$ cat src/design/timer2_pkg.sv
/*
 Shared constants for the Timer 2 capture/reload block: register offsets,
 bit positions, reset values, prescale counts and the operating mode enum.
 Assumes an 8-bit register port with 8-bit addresses.
*/
package timer2_pkg;

    localparam int ADDR_W = 8;
    localparam int DATA_W = 8;

    // Register offsets
    localparam logic [7:0] OFFS_CONTROL = 8'hc8;
    localparam logic [7:0] OFFS_MODE = 8'hc9;
    localparam logic [7:0] OFFS_RCAP_LOW = 8'hca;
    localparam logic [7:0] OFFS_RCAP_HIGH = 8'hcb;
    localparam logic [7:0] OFFS_COUNT_LOW = 8'hcc;
    localparam logic [7:0] OFFS_COUNT_HIGH = 8'hcd;
    localparam logic [7:0] OFFS_CLOCK_CONTROL = 8'hdf;

    // Control register fields
    localparam int BIT_OVERFLOW_FLAG = 7;
    localparam int BIT_EXTERNAL_EVENT_FLAG = 6;
    localparam int BIT_RX_BAUD_SOURCE = 5;
    localparam int BIT_TX_BAUD_SOURCE = 4;
    localparam int BIT_EXTERNAL_TRIGGER_ENABLE = 3;
    localparam int BIT_RUN_CONTROL = 2;
    localparam int BIT_COUNTER_TIMER_SELECT = 1;
    localparam int BIT_CAPTURE_RELOAD_SELECT = 0;

    // Mode register fields
    localparam int BIT_CLOCK_OUT_ENABLE = 1;
    localparam int BIT_DOWN_COUNT_ENABLE = 0;

    // Clock control register field
    localparam int BIT_PRESCALE_SELECT = 5;

    // Reset values
    localparam logic [7:0] CONTROL_RESET = 8'h00;
    localparam logic [7:0] MODE_RESET = 8'h00;
    localparam logic [7:0] RCAP_RESET = 8'h00;
    localparam logic [7:0] COUNT_RESET = 8'h00;
    localparam logic [7:0] CLOCK_CONTROL_RESET = 8'h00;
    localparam logic [7:0] READ_UNMAPPED = 8'h00;

    // Prescale counts in core clock cycles
    localparam logic [3:0] PRESCALE_DIV6 = 4'h6;
    localparam logic [3:0] PRESCALE_DIV12 = 4'hc;

    localparam logic [15:0] COUNT_MAX = 16'hffff;
    localparam logic [15:0] COUNT_ZERO = 16'h0000;

    // Operating modes
    typedef enum logic [3:0] {
        MODE_RELOAD = 4'b0001,
        MODE_UPDOWN = 4'b0010,
        MODE_CAPTURE = 4'b0100,
        MODE_BAUD = 4'b1000
    } mode_e;

endpackage

$ cat src/design/timer2_capture_reload_control.sv
/*
 Timer 2 of an 8-bit controller: 16-bit counter with capture, auto-reload,
 up/down counting, baud-rate generation and clock-out, plus its registers.
 Assumes a register port with read data one cycle after the read strobe,
 a same-clock Timer 1 overflow pulse and a same-clock interrupt enable.
*/
// Chosen here: the plain strobed port.
`timescale 1ns/1ps
// Behaviour
// - Outside baud mode, overflow or down-count match sets overflow flag; software clears.
// - Trigger falling edge with trigger enable and no down count sets event flag.
// - A set event flag requests the Timer 2 interrupt when enabled.
// - Receive baud source picks Timer 2 or Timer 1 overflow for reception.
// - Transmit baud source picks Timer 2 or Timer 1 overflow for transmission.
// - In reload or capture mode, trigger enable lets a falling edge capture or reload.
// - Run control enables counting; cleared, both counter bytes hold except for a trigger edge reload.
// - Counter/timer select picks prescaled core ticks or trigger pin falling edges.
// - Capture/reload select chooses reload on overflow/edge or capture on edge.
// - Either baud source set forces auto-reload and ignores capture select.
// - Clock-out enable turns the Timer 2 clock output on or off.
// - With down count enabled, trigger pin level sets direction in auto-reload.
// - Low capture register takes low count byte or gives low reload byte.
// - High capture register takes high count byte or gives high reload byte.
// - Prescale select picks divide by 6 or 12; twelve-clock option forces 12.
module timer2_capture_reload_control (
    // Clock and reset
    input wire logic mclk,
    input wire logic nrst,
    // Register port
    input wire logic [7:0] reg_addr,
    input wire logic [7:0] reg_wdata,
    input wire logic reg_write,
    input wire logic reg_read,
    output logic [7:0] reg_rdata,
    // External trigger pin
    input wire logic external_trigger_pin,
    // Option and system inputs
    input wire logic twelve_clock_mode,
    input wire logic timer1_overflow,
    input wire logic timer2_int_enable,
    // Serial port time bases
    output logic rx_baud_tick,
    output logic tx_baud_tick,
    // Interrupt request
    output logic timer2_irq,
    // Clock output pin
    output logic clock_out_pin,
    output logic clock_out_oe_n
);

    // Decode the operating mode from the control bits
    function automatic timer2_pkg::mode_e decode_mode(
        input logic rx_src,
        input logic tx_src,
        input logic cap_sel,
        input logic down_en
    );
        timer2_pkg::mode_e m;
        if (rx_src | tx_src) begin
            m = timer2_pkg::MODE_BAUD;
        end else if (cap_sel) begin
            m = timer2_pkg::MODE_CAPTURE;
        end else if (down_en) begin
            m = timer2_pkg::MODE_UPDOWN;
        end else begin
            m = timer2_pkg::MODE_RELOAD;
        end
        return m;
    endfunction

    logic rst_sync_a;
    logic rst_n;

    // Control register bits
    logic overflow_flag;
    logic external_event_flag;
    logic rx_baud_source;
    logic tx_baud_source;
    logic external_trigger_enable;
    logic run_control;
    logic counter_timer_select;
    logic capture_reload_select;
    // Mode and clock control bits
    logic clock_out_enable;
    logic down_count_enable;
    logic prescale_select;
    // Data registers
    logic [7:0] reload_capture_low;
    logic [7:0] reload_capture_high;
    logic [7:0] count_low_byte;
    logic [7:0] count_high_byte;

    logic [3:0] prescale_count;
    logic [3:0] prescale_div;
    logic prescale_tick;

    logic trigger_level;
    logic trigger_fall;

    timer2_pkg::mode_e mode;
    logic [15:0] count;
    logic [15:0] reload_value;
    logic [15:0] next_count;
    logic count_tick;
    logic count_up;
    logic overflow_up;
    logic match_down;
    logic timer_overflow;
    logic ext_trigger;
    logic set_overflow;
    logic set_event;
    logic wr_control;
    logic wr_mode;
    logic wr_clock_control;
    logic [7:0] control_value;
    logic [7:0] mode_value;

    // Reset release through two flops
    always_ff @(posedge mclk or negedge nrst) begin
        if (!nrst) begin
            rst_sync_a <= 1'b0;
            rst_n <= 1'b0;
        end else begin
            rst_sync_a <= 1'b1;
            rst_n <= rst_sync_a;
        end
    end

    trigger_sync u_trigger_sync (
        .mclk(mclk),
        .rst_n(rst_n),
        .pin_async(external_trigger_pin),
        .level(trigger_level),
        .fall(trigger_fall)
    );

    assign wr_control = reg_write && (reg_addr == timer2_pkg::OFFS_CONTROL);
    assign wr_mode = reg_write && (reg_addr == timer2_pkg::OFFS_MODE);
    assign wr_clock_control = reg_write && (reg_addr == timer2_pkg::OFFS_CLOCK_CONTROL);

    assign mode = decode_mode(rx_baud_source, tx_baud_source, capture_reload_select, down_count_enable);
    assign count = {count_high_byte, count_low_byte};
    assign reload_value = {reload_capture_high, reload_capture_low};

    assign prescale_div = (twelve_clock_mode | prescale_select) ? timer2_pkg::PRESCALE_DIV12
                                                                : timer2_pkg::PRESCALE_DIV6;

    // Prescaler for timer mode
    always_ff @(posedge mclk or negedge rst_n) begin
        if (!rst_n) begin
            prescale_count <= 4'h0;
            prescale_tick <= 1'b0;
        end else begin
            if (prescale_count >= prescale_div - 4'h1) begin
                prescale_count <= 4'h0;
                prescale_tick <= 1'b1;
            end else begin
                prescale_count <= prescale_count + 4'h1;
                prescale_tick <= 1'b0;
            end
        end
    end

    always_comb begin
        count_tick = run_control & (counter_timer_select ? trigger_fall : prescale_tick);
        count_up = !((mode == timer2_pkg::MODE_UPDOWN) && !trigger_level);
        overflow_up = count_tick && count_up && (count == timer2_pkg::COUNT_MAX);
        match_down = count_tick && !count_up && (count == reload_value);
        timer_overflow = overflow_up | match_down;
        // trigger ignored in baud and up/down modes
        ext_trigger = trigger_fall && external_trigger_enable &&
                      ((mode == timer2_pkg::MODE_RELOAD) || (mode == timer2_pkg::MODE_CAPTURE));
        // overflow flag only outside baud mode
        set_overflow = timer_overflow && (mode != timer2_pkg::MODE_BAUD);
        set_event = trigger_fall && external_trigger_enable && !down_count_enable;
    end

    always_comb begin
        next_count = count;
        if (ext_trigger && (mode == timer2_pkg::MODE_RELOAD)) begin
            next_count = reload_value;
        end else if (overflow_up) begin
            if (mode == timer2_pkg::MODE_CAPTURE) begin
                next_count = timer2_pkg::COUNT_ZERO;
            end else begin
                next_count = reload_value;
            end
        end else if (match_down) begin
            next_count = timer2_pkg::COUNT_MAX;
        end else if (count_tick) begin
            if (count_up) begin
                next_count = count + 16'h0001;
            end else begin
                next_count = count - 16'h0001;
            end
        end
    end

    // Counter bytes; a software write wins over counting
    always_ff @(posedge mclk or negedge rst_n) begin
        if (!rst_n) begin
            count_low_byte <= timer2_pkg::COUNT_RESET;
            count_high_byte <= timer2_pkg::COUNT_RESET;
        end else begin
            if (reg_write && (reg_addr == timer2_pkg::OFFS_COUNT_LOW)) begin
                count_low_byte <= reg_wdata;
            end else begin
                count_low_byte <= next_count[7:0];
            end
            if (reg_write && (reg_addr == timer2_pkg::OFFS_COUNT_HIGH)) begin
                count_high_byte <= reg_wdata;
            end else begin
                count_high_byte <= next_count[15:8];
            end
        end
    end

    // Reload/capture registers; capture wins over a write
    always_ff @(posedge mclk or negedge rst_n) begin
        if (!rst_n) begin
            reload_capture_low <= timer2_pkg::RCAP_RESET;
            reload_capture_high <= timer2_pkg::RCAP_RESET;
        end else if (ext_trigger && (mode == timer2_pkg::MODE_CAPTURE)) begin
            reload_capture_low <= count_low_byte;
            reload_capture_high <= count_high_byte;
        end else if (reg_write && (reg_addr == timer2_pkg::OFFS_RCAP_LOW)) begin
            reload_capture_low <= reg_wdata;
        end else if (reg_write && (reg_addr == timer2_pkg::OFFS_RCAP_HIGH)) begin
            reload_capture_high <= reg_wdata;
        end
    end

    // Control bits written by software
    always_ff @(posedge mclk or negedge rst_n) begin
        if (!rst_n) begin
            rx_baud_source <= timer2_pkg::CONTROL_RESET[timer2_pkg::BIT_RX_BAUD_SOURCE];
            tx_baud_source <= timer2_pkg::CONTROL_RESET[timer2_pkg::BIT_TX_BAUD_SOURCE];
            external_trigger_enable <= timer2_pkg::CONTROL_RESET[timer2_pkg::BIT_EXTERNAL_TRIGGER_ENABLE];
            run_control <= timer2_pkg::CONTROL_RESET[timer2_pkg::BIT_RUN_CONTROL];
            counter_timer_select <= timer2_pkg::CONTROL_RESET[timer2_pkg::BIT_COUNTER_TIMER_SELECT];
            capture_reload_select <= timer2_pkg::CONTROL_RESET[timer2_pkg::BIT_CAPTURE_RELOAD_SELECT];
        end else if (wr_control) begin
            rx_baud_source <= reg_wdata[timer2_pkg::BIT_RX_BAUD_SOURCE];
            tx_baud_source <= reg_wdata[timer2_pkg::BIT_TX_BAUD_SOURCE];
            external_trigger_enable <= reg_wdata[timer2_pkg::BIT_EXTERNAL_TRIGGER_ENABLE];
            run_control <= reg_wdata[timer2_pkg::BIT_RUN_CONTROL];
            counter_timer_select <= reg_wdata[timer2_pkg::BIT_COUNTER_TIMER_SELECT];
            capture_reload_select <= reg_wdata[timer2_pkg::BIT_CAPTURE_RELOAD_SELECT];
        end
    end

    // Flags: hardware set wins over a software clear
    always_ff @(posedge mclk or negedge rst_n) begin
        if (!rst_n) begin
            overflow_flag <= timer2_pkg::CONTROL_RESET[timer2_pkg::BIT_OVERFLOW_FLAG];
            external_event_flag <= timer2_pkg::CONTROL_RESET[timer2_pkg::BIT_EXTERNAL_EVENT_FLAG];
        end else begin
            if (set_overflow) begin
                overflow_flag <= 1'b1;
            end else if (wr_control) begin
                overflow_flag <= reg_wdata[timer2_pkg::BIT_OVERFLOW_FLAG];
            end
            if (set_event) begin
                external_event_flag <= 1'b1;
            end else if (wr_control) begin
                external_event_flag <= reg_wdata[timer2_pkg::BIT_EXTERNAL_EVENT_FLAG];
            end
        end
    end

    // Mode and clock control bits
    always_ff @(posedge mclk or negedge rst_n) begin
        if (!rst_n) begin
            clock_out_enable <= timer2_pkg::MODE_RESET[timer2_pkg::BIT_CLOCK_OUT_ENABLE];
            down_count_enable <= timer2_pkg::MODE_RESET[timer2_pkg::BIT_DOWN_COUNT_ENABLE];
            prescale_select <= timer2_pkg::CLOCK_CONTROL_RESET[timer2_pkg::BIT_PRESCALE_SELECT];
        end else begin
            if (wr_mode) begin
                clock_out_enable <= reg_wdata[timer2_pkg::BIT_CLOCK_OUT_ENABLE];
                down_count_enable <= reg_wdata[timer2_pkg::BIT_DOWN_COUNT_ENABLE];
            end
            if (wr_clock_control) begin
                prescale_select <= reg_wdata[timer2_pkg::BIT_PRESCALE_SELECT];
            end
        end
    end

    // Interrupt request
    always_ff @(posedge mclk or negedge rst_n) begin
        if (!rst_n) begin
            timer2_irq <= 1'b0;
        end else begin
            timer2_irq <= timer2_int_enable & (external_event_flag | overflow_flag);
        end
    end

    // Serial port time bases
    always_ff @(posedge mclk or negedge rst_n) begin
        if (!rst_n) begin
            rx_baud_tick <= 1'b0;
            tx_baud_tick <= 1'b0;
        end else begin
            rx_baud_tick <= rx_baud_source ? timer_overflow : timer1_overflow;
            tx_baud_tick <= tx_baud_source ? timer_overflow : timer1_overflow;
        end
    end

    // Clock output toggles on each overflow
    always_ff @(posedge mclk or negedge rst_n) begin
        if (!rst_n) begin
            clock_out_pin <= 1'b0;
            clock_out_oe_n <= 1'b1;
        end else begin
            clock_out_oe_n <= ~clock_out_enable;
            if (!clock_out_enable) begin
                clock_out_pin <= 1'b0;
            end else if (timer_overflow) begin
                clock_out_pin <= ~clock_out_pin;
            end
        end
    end

    assign control_value = {overflow_flag, external_event_flag, rx_baud_source, tx_baud_source,
                            external_trigger_enable, run_control, counter_timer_select, capture_reload_select};
    assign mode_value = {6'h00, clock_out_enable, down_count_enable};

    // Read data one cycle after the strobe
    always_ff @(posedge mclk or negedge rst_n) begin
        if (!rst_n) begin
            reg_rdata <= timer2_pkg::READ_UNMAPPED;
        end else if (reg_read) begin
            case (reg_addr)
                timer2_pkg::OFFS_CONTROL: reg_rdata <= control_value;
                timer2_pkg::OFFS_MODE: reg_rdata <= mode_value;
                timer2_pkg::OFFS_RCAP_LOW: reg_rdata <= reload_capture_low;
                timer2_pkg::OFFS_RCAP_HIGH: reg_rdata <= reload_capture_high;
                timer2_pkg::OFFS_COUNT_LOW: reg_rdata <= count_low_byte;
                timer2_pkg::OFFS_COUNT_HIGH: reg_rdata <= count_high_byte;
                timer2_pkg::OFFS_CLOCK_CONTROL: reg_rdata <= {2'h0, prescale_select, 5'h00};
                default: reg_rdata <= timer2_pkg::READ_UNMAPPED;
            endcase
        end else begin
            reg_rdata <= timer2_pkg::READ_UNMAPPED;
        end
    end

endmodule

$ cat src/design/trigger_sync.sv
/*
 Synchroniser and falling edge detector for the external trigger pin.
 Assumes the pin is asynchronous to mclk; reset is already synchronised.
*/
`timescale 1ns/1ps
module trigger_sync (
    // Clock and reset
    input wire logic mclk,
    input wire logic rst_n,
    // Pin side
    input wire logic pin_async,
    // Core side
    output logic level,
    output logic fall
);

    logic meta;
    logic stable;
    logic stable_prev;

    // Two flop synchroniser
    always_ff @(posedge mclk or negedge rst_n) begin
        if (!rst_n) begin
            meta <= 1'b1;
            stable <= 1'b1;
        end else begin
            meta <= pin_async;
            stable <= meta;
        end
    end

    always_ff @(posedge mclk or negedge rst_n) begin
        if (!rst_n) begin
            stable_prev <= 1'b1;
        end else begin
            stable_prev <= stable;
        end
    end

    assign level = stable;
    assign fall = stable_prev & ~stable;

endmodule

$ cat config.mk
export PLATFORM = sky130hd
export DESIGN_NAME = timer2_capture_reload_control
export DESIGN_NICKNAME = d
export VERILOG_FILES = /design/src/design/timer2_pkg.sv /design/src/design/timer2_capture_reload_control.sv /design/src/design/trigger_sync.sv
export SDC_FILE = /design/constraint.sdc
export NUM_CORES = 1
export LEC_CHECK = 0
export BUFFER_PORTS_ARGS = -buffer_cell sky130_fd_sc_hd__buf_2
export CORE_ASPECT_RATIO = 0.9
export CORE_MARGIN = 1.5
export CORE_UTILIZATION = 50
export CTS_BUF_LIST = sky130_fd_sc_hd__clkbuf_8
export DETAILED_ROUTE_END_ITERATION = 16
export GPL_ROUTABILITY_DRIVEN = 1
export PLACE_DENSITY_LB_ADDON = 0.15
export RECOVER_POWER = 100
export SYNTH_ARGS = -nofsm -noshare
export SYNTH_HDL_FRONTEND = slang
export SYNTH_SLANG_ARGS = --single-unit
$ cat constraint.sdc
create_clock -name mclk -period 2.5 [get_ports mclk]
set_input_delay 0.125 -clock mclk [delete_from_list [all_inputs] [get_ports mclk]]
set_output_delay 0.125 -clock mclk [all_outputs]
set_load 0.005 [all_outputs]
==> results.cfg, run 1 <==
[status]
status = finished, violations left
violations = negative setup slack

[worst_setup_path]
critPathCapture = count_high_byte[6]
reg2reg_from = u_trigger_sync.level
critPathCaptureType = flop
crit_start = u_trigger_sync.level
start_kind = flop
cp_slowest_cell = dfstp_2
ff2ff_path_depth = 11
cp_slowest_stage_delay_ps = 540
reg2reg_setup_slack_ps = -350
crit_cells = 11
crit_type = flop to flop
critPathTopFamily = compound AO/OA/AOI/OAI gates
crit_chain = nand3b_4 > clkinvlp_4 > fa_2 > a211oi_4 > o211ai_1 > a31oi_2 > buf_4 > o221ai_2 > xnor2_1 > a221oi_2 > a211o_1
worst-path-buf-inv = 2
rr_endpoint = count_high_byte[6]
worst_ep_required_time_ps = 2740
arrival_ps = 3090
path_max_fanout = 5

[synthesis]
synthArstFlopShare_pct = 100
synth_fa_ha_area_share_pct = 5.53
synthXorXnorAreaFrac_pct = 6.32
synth_top_family_by_area = compound AO/OA/AOI/OAI gates
netlist_area_um2 = 4440
netlist.area_leader.share_pct = 35.0
netlist.top_cell.by_area = dfrtp_1
synth_area_leaders = dfrtp_1, mux2i_1, xnor2_1
synth_edf_count = 0
synth.ff_latch_count = 66
synth_warnings = 0
synth_top_flop_cell = dfrtp_1
avgSynthCellArea_um2 = 9.22
synth_cells = 481
synth_compound_area_share_pct = 19.7
yosys.area_share.simple_pct = 17.3
synth_seq_area_share_pct = 37.3
synth_mux_area_share_pct = 10.5
synthesis.nets = 524
yosys.cell_types.count = 70

[die]
core.rowCount = 32
die_area_um2 = 9450
initial_utilization_pct = 51.5
fp.dieH_um = 92.4
die_w_um = 102
ios = 37
core_region_area_um2 = 8610

[final_layout]
multi_input_area_um2 = 2890
stdcell_count = 706
fin_area_um2 = 5650
drive_above_1_share_pct = 31.0
antenna_cells = 0
nNetsFinal = 625
syn_to_final_growth_pct = 27.4
fin_util_pct = 65.7
regArea_um2 = 1660
fillers = 704

[clock_tree]
cts-root-buf = clkbuf_8
clkTransAtPathRegs_ps = 80
numCtsBuffers = 9
clk_latency_ps = 350
numClockSinks = 66
cts_tree = done
cts.htree.levels = 3
clock_path_buffers = 2

[power_and_ir_drop]
p_sw_share_pct = 39.6
switching_power_mw = 1.78
p_clk_share_pct = 18.5
power_frac_comb_pct = 48.3
ir_worst_vdd_v = 0.000487
powerDensity_nw_per_um2 = 796
internal_power_mw = 2.72
seq_power_share_pct = 33.2
p_leak_nw = 2.54
power_mw = 4.50

[timing]
tightest_slew_ps = 1300
drv_slew = 0
period_share_pct = 114
clock-skew-final_ps = 8.84
rsz0062_at_grt = true
hold_viol_final = 0
period_minus_slack_ps = 2850
setup_viol_count_final = 12
slew-limit-headroom_pct = 13.3
setup_ws_ps = -351
max_freq_ghz = 0.351
holdWs_ps = 45.0

[placement]
port_buffers = 36
gp_congestion = 0.933
hpwl_mm = 10.3
dp.cells = 676
placed_area_um2 = 5170

[grt]
grt_pass1_vias = 4209
grt_pass1_wl_mm = 21.8
overflow = 0
antenna_found_initial = 0
track_usage_pct = 30.7
grt_max_degree = 33

[drt]
avgViaCountPerCell = 6.12
drc = 0
drt_first_iter_violations = 294
wl_per_cell_um = 20.0
antenna_left = 0
routed_wl_mm = 14.1
first_pass_iters = 5
vias = 4323

[run]
cap_violations = 0

[min_path]
min_path_type = primary input to flop
## tightest hold or removal path: stages
cell and delay [ps]:
buf_2 130, nand2_1 50, o21ai_1 50
## power groups by stage
stage                     logic [mW]  registers, mW  clock network, mW
after floorplan                 1.13           1.47                  0
after global routing            2.35           1.52              0.880
after global placement          1.86           1.49                  0
final                           2.17           1.49              0.835
after CTS                       1.98           1.48              0.838
after detailed placement        1.89           1.50                  0
## logic make-up (layout without fill, tap and decap cells)
logic type,Yosys count,in the layout
AOI/OAI and AO/OA,134,134
xor gates and xnor gates,32,32
adders and majority gates,19,19
buffers and inverters,32,138
DFF,66,66
muxes,42,42
other,1,1
and+or+nand+nor,155,155
## cell usage in the layout, fill, tap and decap left out, drive strengths merged, types with 6 or more instances in the layout
cell type   n
clkbuf     24
a21o        7
nand4      10
nor2       45
o21ai      40
xor2        6
xnor2      26
a21oi      28
nand3      15
mux2       17
dfrtp      62
a31oi      10
inv         9
a211oi      6
a22oi       9
nand2      53
ha         18
buf        94
mux2i      23
## flip-flops by register name, summed over array words and instances (netlist names), 4 cells and up
| signal | cells |
|---|---|
| count_high_byte | 8 |
| reload_capture_high | 8 |
| reg_rdata | 8 |
| count_low_byte | 8 |
| prescale_count | 4 |
| reload_capture_low | 8 |
## cell type report
type | count | share of cell area [%]
Multi-Input combinational cell | 383 | 51.1
Timing Repair Buffer | 111 | 12.9
Inverter | 10 | 0.730
Clock inverter | 6 | 0.753
Timing Repair inverter | 1 | 0.133
Clock buffer | 10 | 2.43
Tap cell | 119 | 2.63
Sequential cell | 66 | 29.3
## what timing repair did
| action | in CTS | in global routing |
|---|---|---|
| hold endpoints to repair | 4 | 0 |
| cloned | 1 | 0 |
| endpoints found under the setup margin | 9 | 12 |
| gates resized for setup | 16 | 32 |
| pin swaps | 15 | 38 |
| buffers inserted | 5 | 6 |
| hold buffers | 3 | 0 |
## how the worst min path moves through the flow
stage / start / end / slack, ps / depth (start not counted)
finish: reg_wdata[3] / count_low_byte[3] / 50 / 3
global route: timer1_overflow / rx_baud_tick / 40 / 3
CTS: reg_wdata[3] / count_low_byte[3] / 50 / 3
detailed placement: nrst / rst_sync_a / -90 / 1
global placement: nrst / rst_sync_a / -90 / 1
floorplan: nrst / rst_n / -170 / 0
## cells in the mapped netlist (all sizes together) (9+ instances only)
cell type,n
a21oi,28
a22oi,9
a31oi,10
buf,9
clkbuf,13
dfrtp,62
ha,18
inv,10
mux2,17
mux2i,23
nand2,53
nand3,15
nand4,10
nor2,45
o21ai,40
xnor2,26
## per-layer routing
layer  vias up  GRT usage [%]  part of all wire (%)
li1       1970              -                     -
met1      2138           42.9                    43
met2       189           47.5                    47
met3        26           6.49                   9.0
met4         0           10.0                   1.7
met5         -              0                     0
## metrics by stage
stage | setup WS [ps] | setup TNS (ps)
3_3_place_gp | -428 | -2380
4_1_cts | -328 | -1950
3_5_place_dp | -479 | -2940
2_1_floorplan | -285 | -1330
5_1_grt | -469 | -3950
6_report | -351 | -2310
Note: power is estimated with default switching activity, not from simulation.
==> inputs of run 2 (changes only) <==
Settings changed: CAP_MARGIN set to 20, CORE_MARGIN 1.5 to not set, SLEW_MARGIN set to 10.
==> results.cfg, run 2 (synthesized netlist as in run 1, its figures left out) <==
[clock_tree]
clk_latency_ps = 360
numClockSinks = 66
cts-root-buf = clkbuf_8
cts_tree = done
cts.htree.levels = 3
numCtsBuffers = 9
clock_path_buffers = 2
clkTransAtPathRegs_ps = 70

[timing]
drv_slew = 0
clock-skew-final_ps = 9.89
period_minus_slack_ps = 2870
setup_viol_count_final = 11
max_freq_ghz = 0.349
setup_ws_ps = -367
rsz0062_at_grt = true
finalSetupTns_ps = -1800
period_share_pct = 115
hold_viol_final = 0
tightest_slew_ps = 1010
slew-limit-headroom_pct = 32.4

[power_and_ir_drop]
powerDensity_nw_per_um2 = 834
switching_power_mw = 1.77
p_leak_nw = 2.58
p_clk_share_pct = 23.0
ir_worst_vdd_v = 0.000603
power_frac_comb_pct = 45.8
p_sw_share_pct = 36.7
seq_power_share_pct = 31.2
internal_power_mw = 3.05
power_mw = 4.82

[die]
core.rowCount = 32
die_area_um2 = 9250
core_region_area_um2 = 8610
die_w_um = 101
fp.dieH_um = 91.4
initial_utilization_pct = 51.5
ios = 37

[worst_setup_path]
crit_chain = nor3_4 > nand3b_4 > clkinvlp_4 > buf_12 > buf_12 > ha_4 > a21o_1 > a211oi_2 > and2_4 > o31ai_4 > a21o_1 > a2111o_1 > a22o_1
worst_ep_required_time_ps = 2750
start_kind = flop
crit_type = flop to flop
critPathTopFamily = compound AO/OA/AOI/OAI gates
critPathCaptureType = flop
worst-path-buf-inv = 3
cp_slowest_cell = dfrtp_1
path_max_fanout = 8
arrival_ps = 3110
cp_slowest_stage_delay_ps = 420

[final_layout]
syn_to_final_growth_pct = 30.2
layout_commonest_cell = dfrtp_1
fin_util_pct = 67.1
drive_above_1_share_pct = 31.4
stdcell_count = 705
fin_area_um2 = 5770
antenna_cells = 0
final_cell_mix = dfrtp_1, buf_4, nand2_1
nNetsFinal = 624

[status]
status = finished, violations left
violations = negative setup slack

[drt]
wl_met3_mm = 1.29
antenna_left = 0
routed_wl_mm = 14.0
met2_length_mm = 6.43
wl_met1_mm = 5.96
drc = 0
avgViaCountPerCell = 6.11
top_layer = met4
vias = 4305
wl_per_cell_um = 19.9
drt_first_iter_violations = 379
first_pass_iters = 5

[placement]
port_buffers = 36
placed_area_um2 = 5170
gp_congestion = 0.962
dp.cells = 677
hpwl_mm = 10.2

[min_path]
min_path_type = primary input to flop

[grt]
grt_max_degree = 33
grt_pass1_vias = 4256
track_usage_pct = 32.1
antenna_found_initial = 0
overflow = 0
grt_pass1_wl_mm = 22.2

[run]
cap_violations = 0
-- run 2: cell types whose count changed in the layout (fill, tap and decap cells not counted), moves of 2 or more --
cell | before | now
clkinvlp_4 | 4 | 2
bufinv_16 | 0 | 3
ha_1 | 12 | 9
buf_12 | 0 | 2
ha_4 | 6 | 9
a221oi_1 | 0 | 2
buf_4 | 62 | 60
a221oi_2 | 3 | 1
a21oi_2 | 8 | 6
clkinv_4 | 2 | 0
-- run 2: routing by layer --
| metal | vias up | GRT usage, % |
|---|---|---|
| met4 | 0 | 10.0 |
| met3 | 41 | 7.31 |
| met5 | - | 0 |
| li1 | 1960 | - |
| met2 | 231 | 48.9 |
| met1 | 2073 | 45.1 |
-- run 2: final timing paths --
| path | from | end | slack [ps] | cells after the start |
|---|---|---|---|---|
| worst max-delay path | tx_baud_source | count_high_byte[7] | -370 | 13 |
| max in group asynchronous | rst_n | count_low_byte[3] | 820 | 1 |
| worst max register to register | tx_baud_source | count_high_byte[7] | -370 | 13 |
| worst min register to register | rst_n | prescale_count[2] | 360 | 0 |
| min in group asynchronous | nrst | rst_sync_a | 70 | 2 |
| worst min-delay path | timer1_overflow | tx_baud_tick | 50 | 3 |
-- run 2: area by class of cell --
type / instances / area [um2]
clock buffer: 10 / 138
clock inverter: 6 / 106
fill: 719 / 2830
inverter: 10 / 41.3
multi-input combinational: 383 / 2930
sequential: 66 / 1660
tap: 119 / 149
timing repair buffer: 111 / 753
-- run 2: per-stage QoR --
step                      setup slack [ps]  hold WS, ps
after floorplan                       -285         -171
after detailed placement              -419        -88.6
after global placement                -368        -90.7
after CTS                             -319         31.4
after global routing                  -444         56.8
final                                 -367         46.2
-- run 2: power groups by stage --
| stage | clock, mW | sequential [mW] | combinational (mW) |
|---|---|---|---|
| 6_report | 1.11 | 1.50 | 2.20 |
| 5_1_grt | 1.16 | 1.52 | 2.41 |
| 4_1_cts | 1.12 | 1.48 | 2.00 |
| 3_5_place_dp | 0 | 1.49 | 1.89 |
| 3_3_place_gp | 0 | 1.49 | 1.86 |
| 2_1_floorplan | 0 | 1.47 | 1.13 |
-- run 2: repair_timing --
item | CTS | global route
gates cloned | 0 | 0
endpoints found under the hold margin | 4 | 0
hold buffers | 3 | 0
buffers inserted | 5 | 4
setup endpoints to repair | 9 | 12
pin swaps | 22 | 29
resized for setup | 17 | 35
-- run 2: tightest hold or removal path, delay by kind of cell --
| family | cells | cell delay, ps |
|---|---|---|
| AND/OR/NAND/NOR | 1 | 80 |
| buffers and inverters | 1 | 110 |
| AO/OA/AOI/OAI | 1 | 40 |
